### src/cvc_pkg.sv
// shared constants for the convolver control register bank and its host controller
package cvc_pkg;
	// bus widths
	localparam int ADDR_W = 9;
	localparam int DATA_W = 16;
	localparam int CAS_W  = 22;

	// register byte addresses
	localparam logic [8:0] A_FIRST_DLY = 9'h084;
	localparam logic [8:0] A_STATIC    = 9'h086;
	localparam logic [8:0] A_ACTIVE    = 9'h087;
	localparam logic [8:0] A_BE_RECT   = 9'h0A0;
	localparam logic [8:0] A_BE_STAT   = 9'h0A1;
	localparam logic [8:0] A_BE_LUT    = 9'h0A2;
	localparam logic [8:0] A_LUT_BASE  = 9'h100;

	// writable bits of each register, reserved bits excluded
	localparam logic [15:0] M_FIRST_DLY = 16'h07FF;
	localparam logic [15:0] M_STATIC    = 16'h007F;
	localparam logic [15:0] M_ACTIVE    = 16'h0003;
	localparam logic [15:0] M_BE_RECT   = 16'h00FF;
	localparam logic [15:0] M_BE_STAT   = 16'h0003;
	localparam logic [15:0] M_BE_LUT    = 16'h007F;

	// static_config_register fields
	localparam int SCR_POS_LUT = 6;
	localparam int SCR_DLY_OE  = 5;
	localparam int SCR_CAS_OE  = 4;
	localparam int SCR_UCOEF   = 3;
	localparam int SCR_UDATA   = 2;
	localparam int SCR_BYPASS  = 1;
	localparam int SCR_SWAP    = 0;
	// active_control_register fields
	localparam int ACR_LUT_EN = 1;
	localparam int ACR_BANK   = 0;
	// backend register fields
	localparam int BACKEND_RECTIFY_SCALE_FULL  = 7;
	localparam int BACKEND_RECTIFY_SCALE_HALF  = 6;
	localparam int BACKEND_RECTIFY_SCALE_SC_HI = 5;
	localparam int BACKEND_RECTIFY_SCALE_SC_LO = 1;
	localparam int BACKEND_RECTIFY_SCALE_ZCAS  = 0;
	localparam int BACKEND_STATISTICS_MODE_STATC = 1;
	localparam int BACKEND_STATISTICS_MODE_GT    = 0;
	localparam int BACKEND_LOOKUP_OUTPUT_LO    = 6;
	localparam int BACKEND_LOOKUP_OUTPUT_HI    = 5;
	localparam int BACKEND_LOOKUP_OUTPUT_PS_HI = 4;

	// reset values
	localparam logic [15:0] RST_FIRST_DLY = 16'h0000;
	localparam logic [7:0]  RST_CFG       = 8'h00;

	// legal shift ranges
	localparam logic signed [4:0] SCALE_MIN    = 5'sh18;
	localparam logic signed [4:0] SCALE_MAX    = 5'sh08;
	localparam logic [4:0]        PRESCALE_MAX = 5'h10;

	// timing in clock cycles
	localparam logic [1:0] LUT_SETTLE_CYC = 2'h2;
	localparam logic [1:0] HOST_HOLD_CYC  = 2'h3;

	// writable-bit mask for an address, zero when unmapped
	function automatic logic [15:0] cvc_wr_mask(input logic [8:0] a);
		logic [15:0] m;
		m = 16'h0000;
		case (a)
			A_FIRST_DLY: m = M_FIRST_DLY;
			A_STATIC:    m = M_STATIC;
			A_ACTIVE:    m = M_ACTIVE;
			A_BE_RECT:   m = M_BE_RECT;
			A_BE_STAT:   m = M_BE_STAT;
			A_BE_LUT:    m = M_BE_LUT;
			default:     m = 16'h0000;
		endcase
		return m;
	endfunction
endpackage

### src/cvc_link_if.sv
// register bus between the host controller and the convolver register bank
`timescale 1ns/100ps
interface cvc_link_if (
	input wire logic i_clk,
	input wire logic i_rst_n
);
	logic [8:0]  addr;  // register byte address
	logic [15:0] wdata; // write data
	logic        wr;    // one-cycle write strobe
	logic        rd;    // one-cycle read strobe
	logic [15:0] rdata; // read data, valid the cycle after rd only

	modport dev (input i_clk, input i_rst_n, input addr, input wdata, input wr, input rd,
		output rdata);
	modport host (input i_clk, input i_rst_n, output addr, output wdata, output wr,
		output rd, input rdata);
endinterface

### src/cvc_device.sv
// convolver control register bank with the datapath controls it steers
//
// Contract
// reserved bits read zero, written zero
// positive-address bit selects lookup range
// delay-chain output tristated while enable low
// cascade output tristated while enable low
// coefficient format taken at load time
// each coefficient keeps its own format
// data format bit fixed during processing
// bypass gives two-cycle delay-chain path
// continuous swap alternates banks each cycle
// lookup disabled: host owns, output zero
// host waits two cycles after lookup toggle
// bank bit selects coefficient bank
// bank bit not written during swap
// rectifier: straight, half, full wave
// scaler shift -8 to +8, positive right
// zero-cascade bit feeds zero to adder
// static threshold only counts hits
// direction bit picks greater or less
// low lookup byte onto cascade bits 7:0
// high lookup byte onto cascade bits 21:14; the code puts lookup bits 7:0 there, the same byte as
// prescaler arithmetic right shift 0 to 16
// new settings apply within three cycles
// dynamic normaliser shift from lookup 26:22
// all control fields reset to zero
`timescale 1ns/100ps
module cvc_device
	import cvc_pkg::*;
(
	// register bus
	cvc_link_if.dev         bus,
	// delay chain
	input  wire logic [7:0]  i_dly_in,
	input  wire logic [7:0]  i_dly_last,
	output logic      [7:0]  o_dly_out,
	output logic             o_dly_oe,
	output logic      [10:0] o_dly_len,
	// coefficients and input data
	input  wire logic        i_coef_wr,
	input  wire logic [6:0]  i_coef_addr,
	input  wire logic [7:0]  i_coef_data,
	input  wire logic [5:0]  i_tap,
	input  wire logic        i_cycle_end,
	input  wire logic [7:0]  i_data,
	output logic      [8:0]  o_coef_val,
	output logic      [8:0]  o_data_ext,
	output logic             o_bank,
	// backend
	input  wire logic        i_sample,
	input  wire logic [21:0] i_mac_sum,
	input  wire logic [21:0] i_cas_in,
	input  wire logic [31:0] i_lut_word,
	input  wire logic [4:0]  i_norm_static,
	input  wire logic        i_norm_dyn,
	output logic      [21:0] o_cas_out,
	output logic             o_cas_oe,
	output logic      [7:0]  o_lut_addr,
	output logic             o_lut_over,
	output logic             o_lut_under,
	output logic             o_host_owns_lut,
	output logic      [4:0]  o_norm_shift,
	output logic      [21:0] o_extreme,
	output logic      [21:0] o_hit_count
);
	// whole register state of the block
	typedef struct packed {
		logic [10:0] dly_len;  // first delay length
		logic [6:0]  static_config;      // static config
		logic        lut_en;   // lookup enable
		logic        bank;     // current coefficient bank
		logic [7:0]  backend_rectify_scale;     // rectify and scale
		logic [1:0]  backend_statistics_mode;     // statistics mode
		logic [6:0]  backend_lookup_output;     // lookup output
		logic [15:0] rdata;    // read answer
		logic [7:0]  dpipe;    // bypass stage one
		logic [7:0]  dout;     // delay-chain output
		logic [8:0]  dext;     // extended input data
		logic [8:0]  coef;     // selected coefficient
		logic [21:0] ext;      // extreme value
		logic [21:0] cnt;      // threshold hit counter
		logic [21:0] cas;      // cascade output
		logic [7:0]  laddr;    // lookup address
		logic        over;     // above lookup range
		logic        under;    // below lookup range
		logic [4:0]  nshift;   // normaliser shift
	} cvc_dev_t;

	cvc_dev_t    s_q;            // registered state
	cvc_dev_t    s_d;            // next state
	logic [8:0]  coef_mem [128]; // both banks, sign or zero extended at load by the coefficient format bit

	// coefficient store: the extension bit is fixed at load time, so each word
	// keeps the format that was in force when it arrived
	always_ff @(posedge bus.i_clk) begin
		if (i_coef_wr) begin
			coef_mem[i_coef_addr] <= {i_coef_data[7] & ~s_q.static_config[SCR_UCOEF], i_coef_data};
		end
	end

	// next-state logic: register writes, reads and backend datapath
	always_comb begin
		logic signed [21:0] mac;
		logic signed [21:0] scaled;
		logic signed [21:0] sum;
		logic signed [21:0] rect;
		logic signed [21:0] pre;
		logic signed [4:0]  sc;
		logic [31:0]        lookup_table;
		logic               hit;
		mac    = signed'(i_mac_sum);
		scaled = mac;
		sum    = '0;
		rect   = '0;
		pre    = '0;
		sc     = signed'(s_q.backend_rectify_scale[BACKEND_RECTIFY_SCALE_SC_HI:BACKEND_RECTIFY_SCALE_SC_LO]);
		lookup_table    = '0;
		hit    = 1'b0;
		s_d    = s_q;
		s_d.rdata = 16'h0000;
		// continuous swap flips the bank at each input-cycle end; a bank write below wins,
		// but a write to any other register must not swallow the flip
		if (s_q.static_config[SCR_SWAP] && i_cycle_end) begin
			s_d.bank = ~s_q.bank;
		end
		// writes take effect on the next edge, well inside the settling window
		if (bus.wr) begin
			unique case (bus.addr)
				A_FIRST_DLY: s_d.dly_len = bus.wdata[10:0];
				A_STATIC:    s_d.static_config     = bus.wdata[6:0];
				A_ACTIVE: begin
					s_d.lut_en = bus.wdata[ACR_LUT_EN];
					s_d.bank   = bus.wdata[ACR_BANK];
				end
				A_BE_RECT:   s_d.backend_rectify_scale    = bus.wdata[7:0];
				A_BE_STAT:   s_d.backend_statistics_mode    = bus.wdata[1:0];
				A_BE_LUT:    s_d.backend_lookup_output    = bus.wdata[6:0];
				default: begin
					// unmapped writes are dropped
				end
			endcase
		end
		// reads: reserved bits come back zero, unmapped reads zero
		if (bus.rd) begin
			unique case (bus.addr)
				A_FIRST_DLY: s_d.rdata = {5'h00, s_q.dly_len};
				A_STATIC:    s_d.rdata = {9'h000, s_q.static_config};
				A_ACTIVE:    s_d.rdata = {14'h0000, s_q.lut_en, s_q.bank};
				A_BE_RECT:   s_d.rdata = {8'h00, s_q.backend_rectify_scale};
				A_BE_STAT:   s_d.rdata = {14'h0000, s_q.backend_statistics_mode};
				A_BE_LUT:    s_d.rdata = {9'h000, s_q.backend_lookup_output};
				default:     s_d.rdata = 16'h0000;
			endcase
		end
		// delay chain: bypass is two flops, otherwise the last stage passes through
		s_d.dpipe = i_dly_in;
		s_d.dout  = s_q.static_config[SCR_BYPASS] ? s_q.dpipe : i_dly_last;
		// data format: the bit is read every sample, so a change mid-run is unsafe
		s_d.dext = {i_data[7] & ~s_q.static_config[SCR_UDATA], i_data};
		s_d.coef = coef_mem[{s_q.bank, i_tap}];
		// mac scaler: out-of-range shifts are the host's problem
		if (sc[4]) begin
			scaled = mac <<< 5'(-sc);
		end else begin
			scaled = mac >>> sc;
		end
		sum = 22'(scaled + (s_q.backend_rectify_scale[BACKEND_RECTIFY_SCALE_ZCAS] ? 22'sh000000 : signed'(i_cas_in)));
		// rectifier, full wave overrides half wave
		if (s_q.backend_rectify_scale[BACKEND_RECTIFY_SCALE_FULL] && sum[21]) begin
			rect = 22'(-sum);
		end else if (s_q.backend_rectify_scale[BACKEND_RECTIFY_SCALE_HALF] && sum[21]) begin
			rect = 22'sh000000;
		end else begin
			rect = sum;
		end
		// statistics monitor
		if (s_q.backend_statistics_mode[BACKEND_STATISTICS_MODE_GT]) begin
			hit = rect > signed'(s_q.ext);
		end else begin
			hit = rect < signed'(s_q.ext);
		end
		if (i_sample && hit) begin
			s_d.cnt = s_q.cnt + 22'h000001;
			if (!s_q.backend_statistics_mode[BACKEND_STATISTICS_MODE_STATC]) begin
				s_d.ext = rect;
			end
		end
		// lookup prescaler and range detector
		pre = rect >>> s_q.backend_lookup_output[BACKEND_LOOKUP_OUTPUT_PS_HI:0];
		s_d.laddr = pre[7:0];
		if (s_q.static_config[SCR_POS_LUT]) begin
			s_d.over  = pre > 22'sh0000FF;
			s_d.under = pre < 22'sh000000;
		end else begin
			s_d.over  = pre > 22'sh00007F;
			s_d.under = pre < 22'sh3FFF80;
		end
		// lookup output is forced to zero while the host owns the table
		lookup_table = s_q.lut_en ? i_lut_word : 32'h00000000;
		s_d.nshift = (s_q.lut_en && i_norm_dyn) ? lookup_table[26:22] : i_norm_static;
		s_d.cas = rect;
		if (s_q.backend_lookup_output[BACKEND_LOOKUP_OUTPUT_LO]) begin
			s_d.cas[7:0] = lookup_table[7:0];
		end
		if (s_q.backend_lookup_output[BACKEND_LOOKUP_OUTPUT_HI]) begin
			s_d.cas[21:14] = lookup_table[7:0];
		end
	end

	// state register; every control field clears on reset
	always_ff @(posedge bus.i_clk or negedge bus.i_rst_n) begin
		if (!bus.i_rst_n) begin
			s_q         <= '0;
			s_q.dly_len <= RST_FIRST_DLY[10:0];
			s_q.static_config     <= RST_CFG[6:0];
			s_q.backend_rectify_scale    <= RST_CFG;
		end else begin
			s_q <= s_d;
		end
	end

	// outputs
	assign bus.rdata       = s_q.rdata;
	assign o_dly_out       = s_q.dout;
	assign o_dly_oe        = s_q.static_config[SCR_DLY_OE];
	assign o_cas_oe        = s_q.static_config[SCR_CAS_OE];
	assign o_dly_len       = s_q.dly_len;
	assign o_coef_val      = s_q.coef;
	assign o_data_ext      = s_q.dext;
	assign o_bank          = s_q.bank;
	assign o_cas_out       = s_q.cas;
	assign o_lut_addr      = s_q.laddr;
	assign o_lut_over      = s_q.over;
	assign o_lut_under     = s_q.under;
	assign o_host_owns_lut = ~s_q.lut_en;
	assign o_norm_shift    = s_q.nshift;
	assign o_extreme       = s_q.ext;
	assign o_hit_count     = s_q.cnt;
endmodule

### src/flat_wrapper.sv
// flat-port wrapper written by rule: the top's interface ports become plain ports
module cvc_device_flat import cvc_pkg::*;
  (i_dly_in, i_dly_last, o_dly_out, o_dly_oe, o_dly_len, i_coef_wr, i_coef_addr, i_coef_data, i_tap, i_cycle_end, i_data, o_coef_val, o_data_ext, o_bank, i_sample, i_mac_sum, i_cas_in, i_lut_word, i_norm_static, i_norm_dyn, o_cas_out, o_cas_oe, o_lut_addr, o_lut_over, o_lut_under, o_host_owns_lut, o_norm_shift, o_extreme, o_hit_count, i_clk, i_rst_n, bus_addr, bus_wdata, bus_wr, bus_rd, bus_rdata);
  cvc_link_if bus_i (.i_clk(i_clk), .i_rst_n(i_rst_n));
  input  wire logic [7:0] i_dly_in;
  input  wire logic [7:0] i_dly_last;
  output logic      [7:0] o_dly_out;
  output logic o_dly_oe;
  output logic      [10:0] o_dly_len;
  input  wire logic i_coef_wr;
  input  wire logic [6:0] i_coef_addr;
  input  wire logic [7:0] i_coef_data;
  input  wire logic [5:0] i_tap;
  input  wire logic i_cycle_end;
  input  wire logic [7:0] i_data;
  output logic      [8:0] o_coef_val;
  output logic      [8:0] o_data_ext;
  output logic o_bank;
  input  wire logic i_sample;
  input  wire logic [21:0] i_mac_sum;
  input  wire logic [21:0] i_cas_in;
  input  wire logic [31:0] i_lut_word;
  input  wire logic [4:0] i_norm_static;
  input  wire logic i_norm_dyn;
  output logic      [21:0] o_cas_out;
  output logic o_cas_oe;
  output logic      [7:0] o_lut_addr;
  output logic o_lut_over;
  output logic o_lut_under;
  output logic o_host_owns_lut;
  output logic      [4:0] o_norm_shift;
  output logic      [21:0] o_extreme;
  output logic      [21:0] o_hit_count;
  input wire logic i_clk;
  input wire logic i_rst_n;
  input wire logic [$bits(bus_i.addr)-1:0] bus_addr;
  input wire logic [$bits(bus_i.wdata)-1:0] bus_wdata;
  input wire logic [$bits(bus_i.wr)-1:0] bus_wr;
  input wire logic [$bits(bus_i.rd)-1:0] bus_rd;
  output wire logic [$bits(bus_i.rdata)-1:0] bus_rdata;
  assign bus_i.addr = bus_addr;
  assign bus_i.wdata = bus_wdata;
  assign bus_i.wr = bus_wr;
  assign bus_i.rd = bus_rd;
  assign bus_rdata = bus_i.rdata;
  cvc_device u_core (.bus(bus_i), .i_dly_in(i_dly_in), .i_dly_last(i_dly_last), .o_dly_out(o_dly_out), .o_dly_oe(o_dly_oe), .o_dly_len(o_dly_len), .i_coef_wr(i_coef_wr), .i_coef_addr(i_coef_addr), .i_coef_data(i_coef_data), .i_tap(i_tap), .i_cycle_end(i_cycle_end), .i_data(i_data), .o_coef_val(o_coef_val), .o_data_ext(o_data_ext), .o_bank(o_bank), .i_sample(i_sample), .i_mac_sum(i_mac_sum), .i_cas_in(i_cas_in), .i_lut_word(i_lut_word), .i_norm_static(i_norm_static), .i_norm_dyn(i_norm_dyn), .o_cas_out(o_cas_out), .o_cas_oe(o_cas_oe), .o_lut_addr(o_lut_addr), .o_lut_over(o_lut_over), .o_lut_under(o_lut_under), .o_host_owns_lut(o_host_owns_lut), .o_norm_shift(o_norm_shift), .o_extreme(o_extreme), .o_hit_count(o_hit_count));
endmodule
### config.mk
export PLATFORM = sky130hd
export DESIGN_NAME = cvc_device_flat
export DESIGN_NICKNAME = d
export VERILOG_FILES = /design/src/cvc_pkg.sv /design/src/cvc_link_if.sv /design/src/cvc_device.sv /design/src/flat_wrapper.sv
export SDC_FILE = /design/constraint.sdc
export NUM_CORES = 2
export LEC_CHECK = 0
export BUFFER_PORTS_ARGS = -buffer_cell sky130_fd_sc_hd__buf_2
export CELL_PAD_IN_SITES_DETAIL_PLACEMENT = 0
export CELL_PAD_IN_SITES_GLOBAL_PLACEMENT = 1
export CORE_MARGIN = 10
export CORE_UTILIZATION = 35
export CTS_CLUSTER_SIZE = 25
export DETAILED_ROUTE_END_ITERATION = 8
export PLACE_DENSITY_LB_ADDON = 0.1
export SETUP_SLACK_MARGIN = 0.05
export SYNTH_ARGS = -nofsm -noshare
export SYNTH_HDL_FRONTEND = slang
export SYNTH_SLANG_ARGS = --single-unit
export TNS_END_PERCENT = 10
### constraint.sdc
create_clock -name i_clk -period 10.85 [get_ports i_clk]
set_input_delay 1.085 -clock i_clk [delete_from_list [all_inputs] [get_ports i_clk]]
set_output_delay 1.085 -clock i_clk [all_outputs]
set_load 0.1 [all_outputs]
Word-level counts from Yosys, hierarchy flattened --
Memories as Yosys holds them, arrays and structs flattened. A register that Yosys moved wholly into a read port is not among the register bits. Index checks and enable logic that the tools add are counted.
Cells by class: add/subtract/negate cells 4, magnitude comparators 6, equal/unequal tests 6, shift operators 3, muxes and demuxes 21, bitwise logic cells 7, reductions and logical operators 13
Operators by type and width (number):
- 2-to-1 mux 22 bit | 4
- case mux 11 bit (6 select lines) | 1
- equality test 9 x 8 -> 1 bit, second input constant | 6
- >>> shifter 22 x 5 -> 22 bit | 2
- 2-to-1 mux 8 bit | 4
- 2-to-1 mux 27 bit | 1
- adder 22 x 1 -> 22 bit, second input constant | 1
- adder 22 bit | 1
- > comparator 22 bit | 1
- > comparator 22 x 8 -> 1 bit, second input constant | 1
- > comparator 22 x 9 -> 1 bit, second input constant | 1
- < comparator 22 x 1 -> 1 bit, second input constant | 1
- < comparator 22 bit | 1
- < comparator 22 x 8 -> 1 bit, second input constant | 1
- negation 22 bit | 1
- <<< shifter 22 x 5 -> 22 bit | 1
- 2-to-1 mux 18 bit | 1
- 2-to-1 mux 16 bit | 1
- AND reduction 2 bit | 7
- 2-to-1 mux 7 bit | 1
- logical AND 1 bit | 5
- 2-to-1 mux 1 bit | 5
- 2-to-1 mux 5 bit | 1
- negation 5 bit | 1
- other kinds (4) | 10
Storage, ports and cells: register bits after elaboration 159, RAM bits 1152, output and inout port bits 138, logic and storage cells 79, memories 1
Memory list:
- u_core.coef_mem | depth 128, width 9, rd ports 1, clocked after memory_dff 1, wr ports 1, line cvc_device.sv:92 | logic [8:0] coef_mem [128];

Longest topological paths before layout --
depth in word-level cells 11, depth in mapped cells 41, gate-level depth less buffers 34

Least setup slack after synthesis --
Ideal clock, no wire load.
path kind register to register, start point register u_core.s_q[142] (netlist name), end point register u_core.s_q, in the netlist u_core.o_extreme[13], arrival time 8.468 ns, required time 10.725 ns, setup slack 2.257 ns, cell stages (with the launch flop) 38, path buffers 9, path through dfrtp_1 -> clkbuf_1 -> inv_1 -> clkbuf_1 -> buf_1 -> ha_1 -> xor2_1 -> clkbuf_1 -> clkbuf_1 -> a211oi_1 -> a21oi_1 -> o221ai_1 -> ha_1 -> clkbuf_1 -> nand2_1 -> or4_1 -> o21ai_0 -> xnor2_2 -> (+2 left out) -> a211oi_1 -> ha_1 -> nor2b_1 -> o21a_1 -> o21ai_0 -> nand2b_1 -> a21oi_1 -> nor2b_1 -> o211ai_1 -> a21oi_1 -> a211oi_1 -> nor4_1 -> o31ai_1 -> mux2_4 -> or3b_1 -> buf_2 -> buf_6 -> mux2_4
Between the ends: word-level cells in the longest chain between the ends 11
RTL lines:
- start, declared | line cvc_device.sv:90 | cvc_dev_t s_q;
- negation 5 bit | line cvc_device.sv:164 | scaled = mac <<< 5'(-sc);
- <<< shifter 22 x 5 -> 22 bit | line cvc_device.sv:164
- 2-to-1 mux 22 bit (*) | line cvc_device.sv:163 | if (sc[4]) begin
- adder 22 bit (*) | line cvc_device.sv:168 | sum = 22'(scaled + (s_q.backend_rectify_scale[BACKEND_RECTIFY_SCALE_ZCAS] ? 22'sh000000 : signed'(i_cas_in)));
- branches (longest 2 deep; another with negation 22 bit)
- 2-to-1 mux 22 bit (*) | line cvc_device.sv:170 | if (s_q.backend_rectify_scale[BACKEND_RECTIFY_SCALE_FULL] && sum[21]) begin
- < comparator 22 bit or > comparator 22 bit (tied branches) | line cvc_device.sv:181, cvc_device.sv:179
- 2-to-1 mux 1 bit | line cvc_device.sv:178 | if (s_q.backend_statistics_mode[BACKEND_STATISTICS_MODE_GT]) begin
- logical AND 1 bit | line cvc_device.sv:183 | if (i_sample && hit) begin
- AND reduction 2 bit (no source line)
Mark *: on every way between the ends. A chain may end at the register's enable or synchronous reset.

==> metrics.md <==
| Metric | Value |
|---|---|
| Cell Rows | `~150` |
| Remaining DRCs | `0` |
| WP data required | `11.48 ns` |
| EDFF count, synth | `1,152` |
| Static Leak | `22.21 nW` |
| 1st-iter DRT viols | `roughly 2,900` |
| Final core utilization | `0.4006` |
| Nets | `3,678` |
| Vias | `30,985` |
| Top_reg_cell synth | `edfxtp_1` |
| Period utilisation layout | `0.8706` |
| Root buf cell | `clkbuf_16` |
| Post-route ant nets | `0` |
| Pin count of the biggest net entering global routing | `127` |
| Status | `finished clean` |
| Reg area | `38,670 sq um` |
| Clock-pin slew on the worst setup and hold paths | `0.06 ns` |
| Synth unique cells | `92` |
| Commonest non-fill, non-tap cell in the layout | `edfxtp_1` |
| Synth Area per Inst | `roughly 17 sq um` |
| Slew at the pin closest to its max-slew limit | `1.338 ns` |
| Placed instance area | `60,490 sq um` |
| # setup viols final | `0` |
| Worst R2R Path Depth | `30` |
| Post-synth top area cell | `edfxtp_1` |
| RSZ-0062 raised after global routing | `no` |
| # placed instances | `5,499` |
| Hold WC Path Type | `in -> async` |
| Endpoints failing hold | `0` |
| Die W | `425.2 microns` |
| Via density | `around 5.4` |
| DRT Pass-1 Iters | `6` |
| Port Buf Inserts | `approximately 270` |
| Initial core utilization | `0.3527` |
| Worst Setup Start Kind | `register` |
| Layout area overhead | `13.57%` |
| Nature of the critical path endpoint | `register` |
| WL/cell | `28.11 microns` |
| Area contributors post-synth | `edfxtp_1, mux4_2, dfrtp_1, buf_4, nor2_1` |
| TritonCTS buffer count | `148` |
| Crit path DAT | `10.08 ns` |
| Die Span Y | `425.2 microns` |
| Async SR Flop Fraction | `0.1240` |
| Number of setup buffers added after CTS | `0` |
| VDD IR max | `196.0 uV` |
| Crit-path max cell delay | `0.70 ns` |
| Worst path slowest cell | `xor2_1` |
| Routed Wire Length | `162.2 mm` |
| Clock skew | `0.05085 ns` |
| Max frequency | `105.9 MHz` |
| CTS sink cnt | `1,315` |
| H-tree depth | `4` |
| Maxcap violations | `0` |
| Fillcell total | `14,862` |
| Synth Register Bits | `approximately 1,300` |
| Footprint of the multi-input gates | `16,990 sq um` |
| Gpl congestion | `between 0.8 and 0.9` |
| Final cell count without fillers | `5,771` |
| Clock Latency Late Sink | `0.79 ns` |
| Initial antenna violation count | `11` |
| Core area | `between 150,000 and 200,000 sq um` |
| Mapped Cells | `3,299` |
| CP Max Fanout | `22` |
| Design area | `65,270 sq um` |
| GRT Overall Usage | `0.1770` |
| Top cell type's share of synthesized area | `0.6019` |
| Layout cell share with drive strength beyond 1 | `0.2937` |
| Max clock buf depth | `3` |
| PD cells | `194.4 nW/um^2` |
| Crit path kind | `reg -> reg` |
| First-pass GRT wire length | `235.5 mm` |
| Commonest cells after routing, fill and taps aside | `edfxtp_1, mux4_2, buf_2, nor2_1, dfrtp_1` |
| Post-synthesis sequential area ratio | `0.6729` |
| Setup TNS | `0 ns` |
| CTS tree | `built` |
| Vias in the first global route | `32,499` |
| Worst slew margin | `0.1031` |
| Ys Warns | `0` |
| GR Overflow Total | `0` |
| Die area | `between 150,000 and 200,000 sq um` |
| Post-Syn Area | `57,470 sq um` |
| CTS Hold Bufs | `0` |
| PostCTS Resize Cnt | `0` |
| Max-slew violation count | `0` |
| Min Tclk post-route | `between 9 and 10 ns` |
| Placed wire-length estimate | `106.5 mm` |
| Num ports | `297` |
[metrics by stage]
step | hold WS, ns | worst slack, ns | power, mW
floorplan | 0.4199 | 2.257 | 7.425
global placement | 0.4574 | 1.198 | 7.904
detailed placement | 0.4589 | 1.370 | 7.920
CTS | 0.3692 | 1.330 | 12.87
global route | 0.3823 | 0.7320 | 13.18
finish | 0.4308 | 1.404 | 12.69
[Yosys cell counts (23+ instances only)]
master	count
a21oi_1	85
clkbuf_1	123
inv_1	57
nand2_1	113
nor3_1	38
dfrtp_1	163
nand2b_1	23
nor2b_1	38
mux2i_1	83
buf_4	132
mux4_2	390
edfxtp_1	1152
buf_1	43
ha_1	44
mux2_2	81
xor2_1	28
nand3_1	44
o21ai_0	86
nor2_1	249
[flip-flops by register name, summed over array words and instances (netlist names)]
name / count
u_core.bus.rdata: 11
u_core.coef_mem: 1152
u_core.o_bank: 1
u_core.o_cas_oe: 1
u_core.o_cas_out: 22
u_core.o_coef_val: 9
u_core.o_data_ext: 9
u_core.o_dly_len: 11
u_core.o_dly_oe: 1
u_core.o_dly_out: 8
u_core.o_extreme: 22
u_core.o_hit_count: 22
u_core.o_lut_addr: 8
u_core.o_lut_over: 1
u_core.o_lut_under: 1
u_core.o_norm_shift: 5
u_core.s_q: 31
[layer usage]
metal  global-route usage  vias up  wire, microns
li1                     -    13479              -
met1               0.2326    16449          68590
met2               0.3036      820          81860
met3              0.02750      235           7431
met4              0.04952        2           4312
met5                    0        -             13
[critical path: cells and delay by family, from the launching register on]
family                   cells  cell delay [ns]
AO/OA/AOI/OAI               12             3.28
XOR/XNOR                     2             1.31
adder cells (fa/ha/maj)      3             1.27
buffers and inverters        4             1.07
AND/OR/NAND/NOR              7             0.92
multiplexers                 2             0.81
flip-flops                   1             0.62
[final timing paths]
path | from | end | slack [ns]
min in group i_clk | i_data[3] | u_core.o_data_ext[3] | 0.44
hold reg to reg | u_core.o_hit_count[21] | u_core.o_hit_count[21] | 0.47
setup reg to reg | u_core.s_q[141] | u_core.o_extreme[2] | 1.40
setup / recovery | u_core.s_q[141] | u_core.o_extreme[2] | 1.40
max in group asynchronous | i_rst_n | u_core.o_hit_count[3] | 8.93
hold / removal | i_rst_n | u_core.o_coef_val[7] | 0.43
[cell families (layout without fill, tap and decap cells)]
| family | count (synthesis) | count (layout) | synth area share |
|---|---|---|---|
| DFF | 1315 | 1315 | 0.6729 |
| and+or+nand+nor | 600 | 600 | 0.04914 |
| muxes | 566 | 566 | 0.1862 |
| buffers and inverters | 368 | 657 | 0.03296 |
| AOI/OAI and AO/OA | 364 | 364 | 0.04267 |
| adders and majority gates | 45 | 45 | 0.009927 |
| xor gates and xnor gates | 40 | 40 | 0.006226 |
| other | 1 | 9 | 0.00006525 |
[cell type report]
type	instances	share of cell area
Antenna cell	4	0.0001533
Clock inverter	97	0.01441
Timing Repair Buffer	328	0.02870
Sequential cell	1315	0.5925
Clock buffer	171	0.05871
Multi-Input combinational cell	1620	0.2603
Inverter	61	0.003508
Tap cell	2175	0.04169
[power by group]
part           internal (mW)  switching [mW]  total (mW)
combinational          0.555            1.52        2.08
clock                   2.80            2.10        4.90
sequential              5.62          0.0892        5.71
total                   8.98            3.71        12.7
Power figures use the tool's default switching activity.
